[config.mk]
export PLATFORM = sky130hd
export DESIGN_NAME = wdog_bus_regs
export DESIGN_NICKNAME = d
export VERILOG_FILES = /design/src/wdog_bus_regs_pkg.sv /design/src/wdog_bus_regs.sv
export SDC_FILE = /design/constraint.sdc
export NUM_CORES = 1
export LEC_CHECK = 0
export BUFFER_PORTS_ARGS = -buffer_cell sky130_fd_sc_hd__buf_4
export CORE_UTILIZATION = 40
export CTS_CLUSTER_SIZE = 25
export DETAILED_ROUTE_END_ITERATION = 12
export PLACE_DENSITY = 0.7
export SETUP_SLACK_MARGIN = 0.4
export SLEW_MARGIN = 20
export SYNTH_ARGS = -nofsm -noshare
export SYNTH_HDL_FRONTEND = slang
export SYNTH_SLANG_ARGS = --single-unit
[constraint.sdc]
create_clock -name SYS_CLK -period 2.2 [get_ports SYS_CLK]
set_clock_uncertainty 0.05 [all_clocks]
set_input_delay 0.11 -clock SYS_CLK [delete_from_list [all_inputs] [get_ports SYS_CLK]]
set_output_delay 0.11 -clock SYS_CLK [all_outputs]
set_load 0.05 [all_outputs]
[src/wdog_bus_regs_pkg.sv]
// Package: register map, field layout, reset values and events of the bank
`default_nettype none
package wdog_bus_regs_pkg;

    localparam logic [6:0] WDOG_CTRL_ADDR  = 7'h03;
    localparam logic [6:0] BUS_CTRL_ADDR   = 7'h04;

    localparam logic [7:0] WDOG_CTRL_RESET = 8'h14;
    localparam logic [7:0] BUS_CTRL_RESET  = 8'h00;
    localparam logic [3:0] WDOG_LOW_RESTART = 4'h4;

    localparam int WD_CHECKSUM_BIT = 7;
    localparam int WD_STOP_OFF_BIT = 6;
    localparam int WD_WINDOW_BIT   = 5;
    localparam int WD_BUSWAKE_BIT  = 4;
    localparam int WD_RSVD_BIT     = 3;
    localparam int SEL_WAKE_BIT    = 2;

    localparam logic [7:0] WDOG_RW_MASK = 8'hF7;
    localparam logic [7:0] BUS_RW_MASK  = 8'h07;

    // Transceiver mode codes in bits 1:0
    localparam logic [1:0] XCVR_OFF   = 2'h0;
    localparam logic [1:0] XCVR_WAKE  = 2'h1;
    localparam logic [1:0] XCVR_RXO   = 2'h2;
    localparam logic [1:0] XCVR_NORM  = 2'h3;
    localparam logic [2:0] XCVR_DEV_RESET = 3'h3;

    // Period times in ms, per code
    localparam int PERIOD_MS [8] = '{10, 20, 50, 100, 200, 500, 1000, 10000};

    typedef struct packed {
        logic       wr;
        logic [6:0] addr;
        logic [7:0] data;
    } reg_wr_t;

    typedef struct packed {
        logic       soft_reset;
        logic       restart;
        logic [2:0] restart_mode;
        logic       sleep_entry;
        logic       stop_entry;
        logic       stop_to_normal;
        logic       failsafe_entry;
        logic       system_error_flag;
    } hw_evt_t;

endpackage
`default_nettype wire
[src/wdog_bus_regs.sv]
// Watchdog control and bus transceiver control register bank
//
// Contract
// - Bit 6 turns watchdog off in stop
// - Bit 5 selects time-out or window watchdog
// - Bit 4 starts watchdog after bus wake
// - Bits 2:0 select the watchdog period
// - Reset 0x14; restart gives x0xx0100
// - Reserved bits always read zero
// - Hardware changes selective wake bit only on restart or soft reset
// - Sleep entry turns normal into wake-capable unless system error flag is set
// - Receive-only wakes on sleep, stays on stop
// - Off and wake-capable unchanged by sleep/stop
// - Fail-safe forces bus control to 0000_0x01
// - Development mode resets transceiver mode 011
// - Bus control resets zero, restart loads the restart mode
// - Second stop-off bit clears stop to normal
`default_nettype none
module wdog_bus_regs
(
    // Clock and reset
    input  wire logic                         SYS_CLK,
    input  wire logic                         RST_N,
    // Register access from the serial frame logic
    input  wire wdog_bus_regs_pkg::reg_wr_t   REG_WR,
    input  wire logic [6:0]                   REG_RD_ADDR,
    output var  logic [7:0]                   REG_RD_DATA,
    // Device state events
    input  wire wdog_bus_regs_pkg::hw_evt_t   HW_EVT,
    input  wire logic                         DEV_MODE,
    input  wire logic                         STOP_OFF_B_SET,
    // Decoded controls
    output var  logic                         STOP_WDOG_OFF_A,
    output var  logic                         STOP_WDOG_OFF_B,
    output var  logic                         WDOG_WINDOW_SELECT,
    output var  logic                         WDOG_START_ON_BUS_WAKE,
    output var  logic [2:0]                   WDOG_PERIOD_CODE,
    output var  logic [1:0]                   XCVR_MODE,
    output var  logic                         SELECTIVE_WAKE,
    output var  logic                         WDOG_PARITY_OK
);

    logic [7:0] wdog_r;
    logic [7:0] wdog_nxt;
    logic [2:0] bus_r;
    logic [2:0] bus_nxt;
    logic       off_b_r;
    logic       off_b_nxt;
    logic [7:0] rd_r;
    logic [7:0] rd_nxt;
    logic [2:0] bus_rst;
    logic       sel_wake_r;
    logic       sel_wake_nxt;
    logic       par_ok_r;
    logic       par_ok_nxt;

    wire logic wr_wdog = REG_WR.wr
                         && REG_WR.addr == wdog_bus_regs_pkg::WDOG_CTRL_ADDR;
    wire logic wr_bus  = REG_WR.wr
                         && REG_WR.addr == wdog_bus_regs_pkg::BUS_CTRL_ADDR;

    always_comb
    begin
        wdog_nxt  = wdog_r;
        bus_nxt   = bus_r;
        off_b_nxt = off_b_r;
        // Development mode picks normal mode for pin and soft reset alike
        bus_rst   = DEV_MODE ? wdog_bus_regs_pkg::XCVR_DEV_RESET
                             : wdog_bus_regs_pkg::BUS_CTRL_RESET[2:0];
        // Host writes touch only writable bits; the stored checksum
        // bit is kept as written, the parity check is reported
        if (wr_wdog)
        begin
            wdog_nxt = REG_WR.data & wdog_bus_regs_pkg::WDOG_RW_MASK;
        end
        if (wr_bus)
        begin
            bus_nxt = REG_WR.data[2:0];
        end
        if (STOP_OFF_B_SET)
        begin
            off_b_nxt = 1'b1;
        end
        // Mode entry rewrites; bit 2 is never touched here
        if (HW_EVT.sleep_entry)
        begin
            if ((bus_nxt[1:0] == wdog_bus_regs_pkg::XCVR_NORM
                 && !HW_EVT.system_error_flag)
                || bus_nxt[1:0] == wdog_bus_regs_pkg::XCVR_RXO)
            begin
                bus_nxt[1:0] = wdog_bus_regs_pkg::XCVR_WAKE;
            end
        end
        if (HW_EVT.stop_to_normal)
        begin
            off_b_nxt = 1'b0;
        end
        if (HW_EVT.failsafe_entry)
        begin
            bus_nxt[1:0] = wdog_bus_regs_pkg::XCVR_WAKE;
        end
        if (HW_EVT.restart)
        begin
            wdog_nxt[3:0] = wdog_bus_regs_pkg::WDOG_LOW_RESTART;
            wdog_nxt[wdog_bus_regs_pkg::WD_STOP_OFF_BIT] = 1'b0;
            bus_nxt = HW_EVT.restart_mode;
            off_b_nxt = 1'b0;
        end
        if (HW_EVT.soft_reset)
        begin
            wdog_nxt  = wdog_bus_regs_pkg::WDOG_CTRL_RESET;
            bus_nxt   = bus_rst;
            off_b_nxt = 1'b0;
        end
        unique case (REG_RD_ADDR)
            wdog_bus_regs_pkg::WDOG_CTRL_ADDR: rd_nxt = wdog_nxt;
            wdog_bus_regs_pkg::BUS_CTRL_ADDR:  rd_nxt = {5'h00, bus_nxt};
            default:                           rd_nxt = 8'h00;
        endcase
        // Decoded flags are registered so the outputs come from flops
        sel_wake_nxt = bus_nxt[wdog_bus_regs_pkg::SEL_WAKE_BIT]
                       && bus_nxt[1:0] != wdog_bus_regs_pkg::XCVR_OFF;
        par_ok_nxt   = ~^wdog_nxt;
    end

    always_ff @(posedge SYS_CLK)
    begin
        if (!RST_N)
        begin
            wdog_r  <= wdog_bus_regs_pkg::WDOG_CTRL_RESET;
            bus_r   <= bus_rst;
            off_b_r <= 1'b0;
            rd_r    <= 8'h00;
            sel_wake_r <= 1'b0;
            par_ok_r   <= ~^wdog_bus_regs_pkg::WDOG_CTRL_RESET;
        end
        else
        begin
            wdog_r  <= wdog_nxt;
            bus_r   <= bus_nxt;
            off_b_r <= off_b_nxt;
            rd_r    <= rd_nxt;
            sel_wake_r <= sel_wake_nxt;
            par_ok_r   <= par_ok_nxt;
        end
    end

    always_comb
    begin
        REG_RD_DATA            = rd_r;
        STOP_WDOG_OFF_A        = wdog_r[wdog_bus_regs_pkg::WD_STOP_OFF_BIT];
        STOP_WDOG_OFF_B        = off_b_r;
        WDOG_WINDOW_SELECT     = wdog_r[wdog_bus_regs_pkg::WD_WINDOW_BIT];
        WDOG_START_ON_BUS_WAKE = wdog_r[wdog_bus_regs_pkg::WD_BUSWAKE_BIT];
        WDOG_PERIOD_CODE       = wdog_r[2:0];
        XCVR_MODE              = bus_r[1:0];
        SELECTIVE_WAKE         = sel_wake_r;
        WDOG_PARITY_OK         = par_ok_r;
    end

    a_wdog_reset_val: assert property (@(posedge SYS_CLK)
        !RST_N |=> wdog_r == wdog_bus_regs_pkg::WDOG_CTRL_RESET)
        else $error("watchdog control not 0x14 after reset");

    a_rsvd_bit_zero: assert property (@(posedge SYS_CLK) disable iff (!RST_N)
        !wdog_r[wdog_bus_regs_pkg::WD_RSVD_BIT])
        else $error("reserved watchdog bit set");

    a_selwake_hold: assert property (@(posedge SYS_CLK) disable iff (!RST_N)
        !wr_bus && !HW_EVT.restart && !HW_EVT.soft_reset
        |=> $stable(bus_r[2]))
        else $error("selective wake bit changed by hardware");

    a_sleep_norm_wake: assert property (@(posedge SYS_CLK) disable iff (!RST_N)
        HW_EVT.sleep_entry && !HW_EVT.system_error_flag && !wr_bus
        && !HW_EVT.restart && !HW_EVT.soft_reset
        && bus_r[1:0] == wdog_bus_regs_pkg::XCVR_NORM
        |=> bus_r[1:0] == wdog_bus_regs_pkg::XCVR_WAKE)
        else $error("normal mode not turned wake-capable on sleep");

    a_stop_rxo_stays: assert property (@(posedge SYS_CLK) disable iff (!RST_N)
        HW_EVT.stop_entry && !HW_EVT.sleep_entry && !HW_EVT.failsafe_entry
        && !wr_bus && !HW_EVT.restart && !HW_EVT.soft_reset
        |=> $stable(bus_r))
        else $error("stop entry changed transceiver mode");

    a_failsafe_force: assert property (@(posedge SYS_CLK) disable iff (!RST_N)
        HW_EVT.failsafe_entry && !HW_EVT.restart && !HW_EVT.soft_reset
        |=> bus_r[1:0] == wdog_bus_regs_pkg::XCVR_WAKE)
        else $error("fail-safe did not force wake-capable");

    a_dev_reset_mode: assert property (@(posedge SYS_CLK) disable iff (!RST_N)
        HW_EVT.soft_reset && DEV_MODE
        |=> bus_r == wdog_bus_regs_pkg::XCVR_DEV_RESET)
        else $error("development reset mode not 011");

    a_offb_clear: assert property (@(posedge SYS_CLK) disable iff (!RST_N)
        HW_EVT.stop_to_normal |=> !off_b_r)
        else $error("second stop-off bit not cleared");

    a_restart_low: assert property (@(posedge SYS_CLK) disable iff (!RST_N)
        HW_EVT.restart && !HW_EVT.soft_reset
        |=> wdog_r[3:0] == wdog_bus_regs_pkg::WDOG_LOW_RESTART
            && !wdog_r[wdog_bus_regs_pkg::WD_STOP_OFF_BIT])
        else $error("restart value of watchdog control wrong");

    a_read_bus: assert property (@(posedge SYS_CLK) disable iff (!RST_N)
        REG_RD_ADDR == wdog_bus_regs_pkg::BUS_CTRL_ADDR
        |=> REG_RD_DATA == {5'h00, bus_r})
        else $error("bus control read mismatch");

    a_dev_pin_reset: assert property (@(posedge SYS_CLK)
        !RST_N && DEV_MODE
        |=> bus_r == wdog_bus_regs_pkg::XCVR_DEV_RESET)
        else $error("development pin reset mode not 011");

    a_sleep_err_keep: assert property (@(posedge SYS_CLK) disable iff (!RST_N)
        HW_EVT.sleep_entry && HW_EVT.system_error_flag && !wr_bus
        && !HW_EVT.failsafe_entry && !HW_EVT.restart && !HW_EVT.soft_reset
        && bus_r[1:0] == wdog_bus_regs_pkg::XCVR_NORM
        |=> bus_r[1:0] == wdog_bus_regs_pkg::XCVR_NORM)
        else $error("normal mode changed on sleep with system error");

endmodule
`default_nettype wire

# After elaboration in Yosys (flattened, before gate mapping)
# Cells that the tools add are included.
# word_totals
register_bits,22
in_bits,37
out_inout_bits,19
elab_cells,35
# op_classes
n_eq_ne,6
muxes,13
bitwise,1
reduce_logical,9
# ops
operator,count
$mux 8,2
$pmux 8 s2,1
$eq 7x2->1 const B,2
$eq 7x3->1 const B,2
$mux 3,4
$mux 2,4
$reduce_xnor 8->1,1
$eq 2x2->1 const B,2
$logic_and 1x1->1,4
$mux 4,1
$reduce_or 4->1,1
$reduce_bool 2->1,1
$logic_not 1->1,1
$logic_or 1x1->1,1
$mux 1,1
$not 1->1,1

# Longest topological paths before layout
# Gate-level depths: netlist (run 1).
# depth
word_depth,13
depth_mapped,7
depth_no_buf,6

# Worst setup path after synthesis (run 1)
# OpenSTA, ideal clock, no wires.
# synth_timing
path_type,input-to-reg
start,in REG_WR[12] (netlist name)
end,"reg par_ok_r, in the netlist WDOG_PARITY_OK"
setup_ps,122
arrival_time_ps,1634
required_time_ps,2028
slack_ps,394
stages,6
path_buffers,0
cell_sequence,or4b_4 nor2_8 mux2_2 a211oi_1 and2_1 mux2i_1
# synth_between
elab_chain_cells,6
word_cells_on_any_way,7
classes_between,1 x eq/ne; 4 x mux; 2 x reduce/logical
# synth_lines
element,line_no,text
"start, declared",wdog_bus_regs.sv:25,"input wire wdog_bus_regs_pkg::reg_wr_t REG_WR,"
$eq 7x2->1 (*),wdog_bus_regs.sv:58,&& REG_WR.addr == wdog_bus_regs_pkg::WDOG_CTRL_ADDR;
$logic_and 1x1->1 (*),wdog_bus_regs.sv:58,
$mux 8 (*),wdog_bus_regs.sv:72,if (wr_wdog)
$mux 4 or $mux 1 (tied branches),wdog_bus_regs.sv:102,if (HW_EVT.restart)
$mux 8 (*),wdog_bus_regs.sv:109,if (HW_EVT.soft_reset)
$reduce_xnor 8->1 (*),wdog_bus_regs.sv:123,par_ok_nxt = ~^wdog_nxt;
"end signal, assigned",wdog_bus_regs.sv:135,par_ok_r <= ~^wdog_bus_regs_pkg::WDOG_CTRL_RESET;
"end signal, assigned",wdog_bus_regs.sv:144,par_ok_r <= par_ok_nxt;
"end, declared",wdog_bus_regs.sv:54,logic par_ok_r;
# Every way passes the cells marked *; elsewhere a longest branch is shown, timed or not.
# A chain may end at the register's enable or synchronous reset.

# Worst setup path after layout (run 1)
# layout_timing
start,in REG_WR[12] (netlist name)
end,"reg rd_r[0], in the netlist REG_RD_DATA[0]"
# layout_between
elab_chain_cells,12
word_cells_on_any_way,18
classes_between,4 x eq/ne; 10 x mux; 4 x reduce/logical
# layout_lines
element,line_no,text
$eq 7x3->1,wdog_bus_regs.sv:60,&& REG_WR.addr == wdog_bus_regs_pkg::BUS_CTRL_ADDR;
$logic_and 1x1->1,wdog_bus_regs.sv:60,
$mux 3,wdog_bus_regs.sv:76,if (wr_bus)
$eq 2x2->1,wdog_bus_regs.sv:87,if ((bus_nxt[1:0] == wdog_bus_regs_pkg::XCVR_NORM
$logic_and 1x1->1,wdog_bus_regs.sv:88,&& !HW_EVT.system_error_flag)
$logic_or 1x1->1,wdog_bus_regs.sv:89,|| bus_nxt[1:0] == wdog_bus_regs_pkg::XCVR_RXO)
$mux 2,wdog_bus_regs.sv:87,
$mux 2,wdog_bus_regs.sv:85,if (HW_EVT.sleep_entry)
$mux 2,wdog_bus_regs.sv:98,if (HW_EVT.failsafe_entry)
$mux 3,wdog_bus_regs.sv:102,
$mux 3,wdog_bus_regs.sv:109,
$pmux 8 s2 (*),wdog_bus_regs.sv:115,unique case (REG_RD_ADDR)
"end signal, assigned",wdog_bus_regs.sv:142,rd_r <= rd_nxt;
"end, declared",wdog_bus_regs.sv:49,logic [7:0] rd_r;
# Marked as above.

==> impl_metrics.json, run 1 <==
{
  "fill_cells": 248,
  "antenna_cells": 0,
  "antenna_found_initial": 0,
  "hp-class": "in -> reg",
  "hold_ws_ns": 0.0292,
  "leakage_nw": 0.752,
  "postSynthCellCount": 132,
  "fin_crit_sh_pct": 80.5,
  "netlist_area_um2": 1180,
  "gp_congestion": 0.756,
  "nets": 225,
  "root_buffer": "clkbuf_4",
  "clockBufferDepth": 2,
  "synth-seq-cells": 22,
  "rr_worst_depth": 5,
  "combPwrFrac_pct": 16.9,
  "synth_top_cell_by_area": "dfxtp_1",
  "fin_tns_setup_ns": 0,
  "fp.coreArea_um2": 2780,
  "endpoint_kind": "flop",
  "vias_per_cell": 5.55,
  "drt_iter0_drc": 39,
  "slew_viol_final": 0,
  "die_h_um": 56.4,
  "hold_violations": 0,
  "rsz0062_at_grt": "yes",
  "switching_power_mw": 0.208,
  "internal_power_mw": 0.661,
  "synth-main-ff-cell": "dfxtp_1",
  "synth.most_common_cell": "dfxtp_1",
  "met1_length_mm": 1.30,
  "start_util_pct": 42.6,
  "die_w_um": 56.4,
  "area_growth_pct": 43.2,
  "cts_buffers": 3,
  "power.density_nw_per_um2": 513,
  "syn_avg_cell_area_um2": 8.97,
  "drc": 0,
  "critPathMaxFanout": 3,
  "htreeDepth": 1,
  "worst_slew_pin_slew_ns": 0.429,
  "path_clk_slew_ns": 0.13,
  "yosysTopAreaCellShare_pct": 37.2,
  "worstPathArrival_ns": 1.94,
  "vias": 1209,
  "cap_violations": 0,
  "status": "finished clean",
  "top_layer": "met4",
  "ios": 56,
  "synth.area.top_cells": "dfxtp_1 (37%), mux2i_1 (5.9%), nor2_1 (4.1%)",
  "dp_hpwl_mm": 2.39,
  "clkSinkCount": 22,
  "relSlewSlack_pct": 71.1,
  "synth_edf_count": 0,
  "placed_cell_area_um2": 1590,
  "sw_frac_of_total_pct": 24.0,
  "tritoncts": "done",
  "drive_above_1_share_pct": 40.6,
  "pwr-share-clk_pct": 36.4,
  "first_global_vias": 1227,
  "min_period_ns": 1.77,
  "wl_mm": 3.19,
  "drt-pass1-iter-count": 4,
  "fp.dieArea_um2": 3180,
  "final_area_um2": 1700,
  "fmax_ghz": 0.564,
  "wl_met3_um": 139,
  "yosys_warnings": 0,
  "cp-start-kind": "input port",
  "critical_path_required_ns": 2.37,
  "pwr-share-seq_pct": 46.7,
  "fp-row-count": 19,
  "grt_usage_pct": 22.0,
  "port_buffers": 53,
  "synthArstFlopShare_pct": 0,
  "insertion_delay_ns": 0.31,
  "yosysSeqAreaShare_pct": 37.2,
  "avgRoutedWirePerCell_um": 14.6,
  "min_path_cells": 3,
  "peakVddDrop_v": 0.000333,
  "grt_remaining_overflow": 0,
  "synth_nets": 169,
  "synth.distinct_cells": 47,
  "dr_wl_met2_mm": 1.73,
  "setup_viol": 0,
  "ant_nets": 0,
  "critPathKind": "in -> reg",
  "synth_common_cells": "dfxtp_1 (22), nor2_1 (13), nand2_1 (8)",
  "grt_max_degree": 14,
  "grt_pass1_wl_mm": 5.50
}
-- timing repair --
item	4_1_cts	5_1_grt
hold buffers	5	0
endpoints found under the setup margin	0	2
buffers inserted	0	0
gates resized for setup	0	1
endpoints found under the hold margin	4	0
-- sequential cells by signal, indices dropped and copies added, names as in the netlist --
name / count
REG_RD_DATA: 8
wdog_r: 8
bus_r: 3
SELECTIVE_WAKE: 1
STOP_WDOG_OFF_B: 1
WDOG_PARITY_OK: 1
-- metrics by stage --
step	std cells	total power, mW	setup WS [ns]	util, %
after detailed placement	209	0.553	0.146	57.2
after global routing	218	0.906	0.395	61.0
after global placement	209	0.551	0.189	57.2
after floorplan	132	0.484	0.397	-
after CTS	218	0.876	0.451	60.9
final	218	0.869	0.428	61.0
-- cell usage in the layout, fill, tap and decap left out, types with 2 or more instances in the layout --
cell type,n
dfxtp_1,22
nor2b_1,3
dlygate4sd3_1,5
nor2_1,12
o31ai_1,2
a21oi_1,5
inv_1,3
or4b_4,2
nand3_1,5
xor2_1,3
clkbuf_4,3
xnor2_1,2
o211ai_1,2
or2_2,2
and2_1,2
nand2_1,8
o21ai_0,6
mux2i_1,7
nand4_1,2
buf_4,56
a211oi_2,2
nor3_1,7
-- path summary, 6_finish.rpt --
path / start / endpoint / slack (ns)
max: REG_WR[12] / REG_RD_DATA[0] / 0.43
min: REG_WR[2] / wdog_r[2] / 0.03
max reg2reg: wdog_r[1] / WDOG_PARITY_OK / 0.79
min reg2reg: wdog_r[3] / wdog_r[3] / 0.45
-- cell families (layout without fill, tap and decap cells) --
logic type | after synthesis | in the layout | share of synthesized area (%)
AND/OR/NAND/NOR | 56 | 56 | 29.8
XOR/XNOR | 5 | 5 | 3.70
flip-flops | 22 | 22 | 37.2
buffers and inverters | 13 | 68 | 5.81
multiplexers | 8 | 8 | 6.87
AO/OA/AOI/OAI | 28 | 28 | 16.6
-- final cells by class --
type | instances | area [µm²] | area share [%]
clock buffers | 3 | 22.5 | 1.33
clock inverters | 1 | 30.0 | 1.77
inverters | 3 | 11.3 | 0.664
multi-input cells | 97 | 682 | 40.2
flip-flops and latches | 22 | 440 | 26.0
well taps | 31 | 38.8 | 2.29
repair buffers | 61 | 470 | 27.7
-- power groups by stage --
stage / clock network, mW / registers (mW) / logic, mW
floorplan: 0 / 0.418 / 0.0657
finish: 0.316 / 0.406 / 0.147
CTS: 0.325 / 0.406 / 0.145
global placement: 0 / 0.415 / 0.136
detailed placement: 0 / 0.415 / 0.138
global route: 0.342 / 0.407 / 0.157
-- routing by layer --
| metal | GRT usage (%) | vias to the layer above |
|---|---|---|
| met3 | 3.46 | 2 |
| met2 | 40.1 | 38 |
| met1 | 25.7 | 586 |
| met4 | 8.36 | 0 |
| met5 | 0 | - |
| li1 | - | 583 |
-- worst max-delay path, cell delays in order --
cell and delay [ns]:
buf_4 0.12, or4b_4 0.56, or3_4 0.40, mux2i_1 0.16
a311o_1 0.31, a21o_1 0.20, o31ai_1 0.07
No activity file was read; power rests on OpenSTA's default activity.
==> run 2, diff against run 1 <==
clock period = 1.8 ns   (was 2.2 ns; I/O delays follow)
==> impl_metrics.json, run 2 (same netlist as run 1, synthesis figures left out) <==
{
  "grt_pass1_wl_mm": 5.60,
  "slowest_delay_ns": 0.53,
  "worst_slew_pin_slew_ns": 0.466,
  "dp_hpwl_mm": 2.58,
  "fp.dieArea_um2": 3180,
  "ant_nets": 0,
  "clockBufferDepth": 2,
  "status": "finished clean",
  "tritoncts": "done",
  "drt-pass1-iter-count": 4,
  "dp_slack_ns": -0.198,
  "port_buffers": 53,
  "wl_mm": 3.41,
  "fp-row-count": 19,
  "first_global_vias": 1324,
  "worstPathArrival_ns": 1.81,
  "final_area_um2": 1880,
  "path_clk_slew_ns": 0.14,
  "min_path_cells": 2,
  "insertion_delay_ns": 0.32,
  "slew_viol_final": 0,
  "cp_num_buf_inv": 2,
  "avgRoutedWirePerCell_um": 14.5,
  "start_util_pct": 42.6,
  "grt_usage_pct": 22.5,
  "cap_violations": 0,
  "layout_commonest_cell": "buf_4",
  "die_w_um": 56.4,
  "finalWorstSetupSlack_ns": 0.141,
  "antenna_cells": 0,
  "die_h_um": 56.4,
  "placed_cell_area_um2": 1680,
  "power.density_nw_per_um2": 579,
  "final_cell_mix": "buf_4 (65), dfxtp_1 (22), nor2_1 (13), nand2_1 (8), buf_6 (8)",
  "cp-start-kind": "input port",
  "hold_violations": 0,
  "setup_viol": 0,
  "root_buffer": "clkbuf_4",
  "drt_iter0_drc": 33,
  "hold_ws_ns": 0.0149,
  "grt_max_degree": 14,
  "r2r_start": "wdog_r[1]",
  "leakage_nw": 0.849,
  "gp_congestion": 0.794,
  "ios": 56,
  "cp_top_family": "simple AND/OR/NAND/NOR gates",
  "clkSinkCount": 22,
  "drive_above_1_share_pct": 46.6,
  "fill_cells": 246,
  "r2r_end": "WDOG_PARITY_OK",
  "grt_remaining_overflow": 0,
  "ff2ff_setup_slack_ns": 0.36,
  "peakVddDrop_v": 0.000489,
  "cp_cell_sequence": "buf_6 > or4b_4 > or3_4 > mux2i_2 > buf_4 > o21ai_2 > a21oi_2 > o32ai_1",
  "nets": 242,
  "rsz0062_at_grt": "yes",
  "fin_crit_sh_pct": 92.2,
  "critPathKind": "in -> reg",
  "cts_buffers": 3,
  "relSlewSlack_pct": 68.6,
  "hold_end": "wdog_r[5]",
  "fmax_ghz": 0.603,
  "critical_path_required_ns": 1.95,
  "htreeDepth": 1,
  "cp_slowest_cell": "or4b_4",
  "vias_per_cell": 5.28,
  "min_from": "RST_N",
  "drc": 0,
  "min_period_ns": 1.66,
  "rr_worst_depth": 5,
  "area_growth_pct": 58.8,
  "antenna_found_initial": 0,
  "vias": 1241,
  "fp.coreArea_um2": 2780,
  "endpoint_kind": "flop",
  "critPathMaxFanout": 3,
  "hp-class": "in -> reg"
}
## run 2: cell count changes in the layout (fill, tap and decap cells not counted), moves of 3 or more
cell / previous run / this run
o21ai_0: 6 / 2
buf_4: 56 / 65
buf_6: 0 / 8
o21ai_1: 0 / 3
## run 2: how the worst max path moves through the flow
stage	from	to	slack (ns)	depth (start not counted)
2_1_floorplan	REG_WR[12]	REG_RD_DATA[0]	0.02	6
3_3_place_gp	REG_WR[12]	REG_RD_DATA[0]	-0.16	7
3_5_place_dp	REG_WR[12]	REG_RD_DATA[0]	-0.20	7
4_1_cts	REG_WR[11]	REG_RD_DATA[0]	0.15	7
5_1_grt	REG_WR[11]	REG_RD_DATA[1]	0.11	8
6_report	REG_WR[11]	REG_RD_DATA[1]	0.14	8
## run 2: where the power goes
group          switching (mW)  internal (mW)
logic                  0.0977          0.104
clock network           0.165          0.225
registers             0.00363          0.493
total                   0.267          0.822
## run 2: final cells by class
| type | instances | area [µm²] | share of cell area, % |
|---|---|---|---|
| multi-input cells | 97 | 708 | 37.7 |
| repair buffers | 78 | 628 | 33.4 |
| clock buffers | 3 | 22.5 | 1.20 |
| inverters | 3 | 11.3 | 0.599 |
| well taps | 31 | 38.8 | 2.06 |
| flip-flops and latches | 22 | 440 | 23.4 |
| clock inverters | 1 | 30.0 | 1.60 |
## run 2: metal layers
metal  wire length (µm)  track usage (%)
met1               1430             24.7
met2               1790             43.9
met3                167             3.46
met4                 14             6.27
met5                  0                0
## run 2: timing repair
action | CTS | global route
hold endpoints to repair | 5 | 0
hold buffers | 5 | 0
endpoints found under the setup margin | 8 | 9
pin swaps | 12 | 3
resized for setup | 10 | 6
buffers inserted | 5 | 1
## run 2: stage by stage
stage          cells  util (%)  TNS (ns)  power (mW)
5_1_grt          235      67.6         0        1.13
3_5_place_dp     220      60.4     -1.10       0.683
6_report         235      67.6         0        1.09
4_1_cts          234      66.6         0        1.09
3_3_place_gp     220      60.4    -0.712       0.680
2_1_floorplan    132         -         0       0.592
## run 2: worst reg2reg max path, stage by stage (launching register included)
cell and delay [ns]:
dfxtp_1 0.36, xor2_1 0.17, o211ai_1 0.25, xor2_1 0.21
xnor2_1 0.15, mux2i_1 0.21
==> run 3, diff against run 2 <==
SETUP_SLACK_MARGIN = 0.02   (was 0.4)
==> impl_metrics.json, run 3 (same netlist as run 1, synthesis figures left out) <==
{
  "setup_viol": 0,
  "root_buffer": "clkbuf_4",
  "ant_nets": 0,
  "worst_slew_pin_slew_ns": 0.444,
  "antenna_found_initial": 0,
  "cp-start-kind": "input port",
  "grt_max_degree": 14,
  "vias_per_cell": 5.43,
  "grt_pass1_wl_mm": 5.33,
  "dp_cells": 221,
  "first_global_vias": 1224,
  "avgRoutedWirePerCell_um": 14.4,
  "critPathMaxFanout": 3,
  "leakage_nw": 0.809,
  "post_cts_buffers": 0,
  "layout_commonest_cell": "buf_4",
  "critical_path_required_ns": 1.98,
  "hp-class": "in -> reg",
  "critPathKind": "in -> reg",
  "final_cell_mix": "buf_4 (68), dfxtp_1 (22), nor2_1 (12), nand2_1 (8)",
  "fp.dieArea_um2": 3180,
  "port_buffers": 53,
  "clkSinkCount": 22,
  "grt_usage_pct": 21.8,
  "ios": 56,
  "htreeDepth": 1,
  "hold_violations": 0,
  "power.density_nw_per_um2": 599,
  "status": "finished clean",
  "final_area_um2": 1790,
  "grt_remaining_overflow": 0,
  "postLayoutCoreUtil_pct": 64.2,
  "wl_mm": 3.30,
  "die_h_um": 56.4,
  "worstPathArrival_ns": 1.86,
  "clockBufferDepth": 2,
  "dp_hpwl_mm": 2.59,
  "fill_cells": 234,
  "endpoint_kind": "flop",
  "fp-row-count": 19,
  "die_w_um": 56.4,
  "tritoncts": "done",
  "fmax_ghz": 0.595,
  "drt-pass1-iter-count": 5,
  "peakVddDrop_v": 0.000615,
  "area_growth_pct": 50.8,
  "rsz0062_at_grt": "no",
  "gp_congestion": 0.787,
  "placed_cell_area_um2": 1680,
  "slew_viol_final": 0,
  "antenna_cells": 0,
  "insertion_delay_ns": 0.32,
  "cts_buffers": 3,
  "vias": 1250,
  "nets": 237,
  "fp.coreArea_um2": 2780,
  "drive_above_1_share_pct": 44.2,
  "drc": 0,
  "final_cell_count_no_fill": 230,
  "cap_violations": 0,
  "fin_crit_sh_pct": 93.4,
  "start_util_pct": 42.6,
  "path_clk_slew_ns": 0.12,
  "min_period_ns": 1.68,
  "drt_iter0_drc": 19,
  "relSlewSlack_pct": 70.1
}
## run 3: changes by cell type in the layout (fill, tap and decap cells not counted), moves of 3 or more
cell,change
buf_4,+3
buf_6,-8
o21ai_0,+4
o21ai_1,-3
## run 3: critical path, cell delays in order
cell and delay [ns]:
buf_4 0.12, or4b_4 0.55, or3_4 0.40, mux2i_1 0.15, a311o_1 0.30, a21o_1 0.18
o31ai_1 0.06
## run 3: metrics by stage
step	setup slack [ns]	hold slack, ns	power, mW	TNS, ns
6_report	0.119	0.0252	1.07	0
5_1_grt	0.0660	0.0305	1.11	0
3_3_place_gp	-0.153	0.206	0.684	-0.926
3_5_place_dp	-0.198	0.219	0.690	-1.17
2_1_floorplan	0.0171	0.119	0.591	0
4_1_cts	0.0887	0.00645	1.08	0
## run 3: timing repair
item                                    CTS  global route
endpoints found under the setup margin    0             1
gates resized for setup                   0             1
hold buffers                              5             0
hold endpoints to repair                  5             0
## run 3: final cells by class
cell class                 instances  area [µm²]  area share [%]
multi-input combinational         97         682            38.2
timing repair buffer              73         561            31.4
sequential                        22         440            24.7
tap                               31        38.8            2.17
clock inverter                     1        30.0            1.68
clock buffer                       3        22.5            1.26
inverter                           3        11.3           0.631
## run 3: layer usage
layer / global-route usage, % / routed length, µm
met4: 8.71 / 48
met2: 39.5 / 1740
met1: 25.1 / 1390
met3: 3.92 / 131
met5: 0 / 0
## run 3: power by group
group	switching [mW]	total (mW)	leakage, nW	internal [mW]
Combinational	0.0940	0.191	0.603	0.0972
Clock	0.158	0.383	0.0279	0.225
Sequential	0.00295	0.496	0.178	0.493
## run 3: worst paths after layout
check / start / end / slack, ns / cells after the start
worst min-delay path: REG_WR[2] / wdog_r[2] / 0.03 / 3
worst max-delay path: REG_WR[12] / REG_RD_DATA[0] / 0.12 / 7
worst max register to register: wdog_r[1] / WDOG_PARITY_OK / 0.44 / 5
worst min register to register: wdog_r[3] / wdog_r[3] / 0.45 / 2
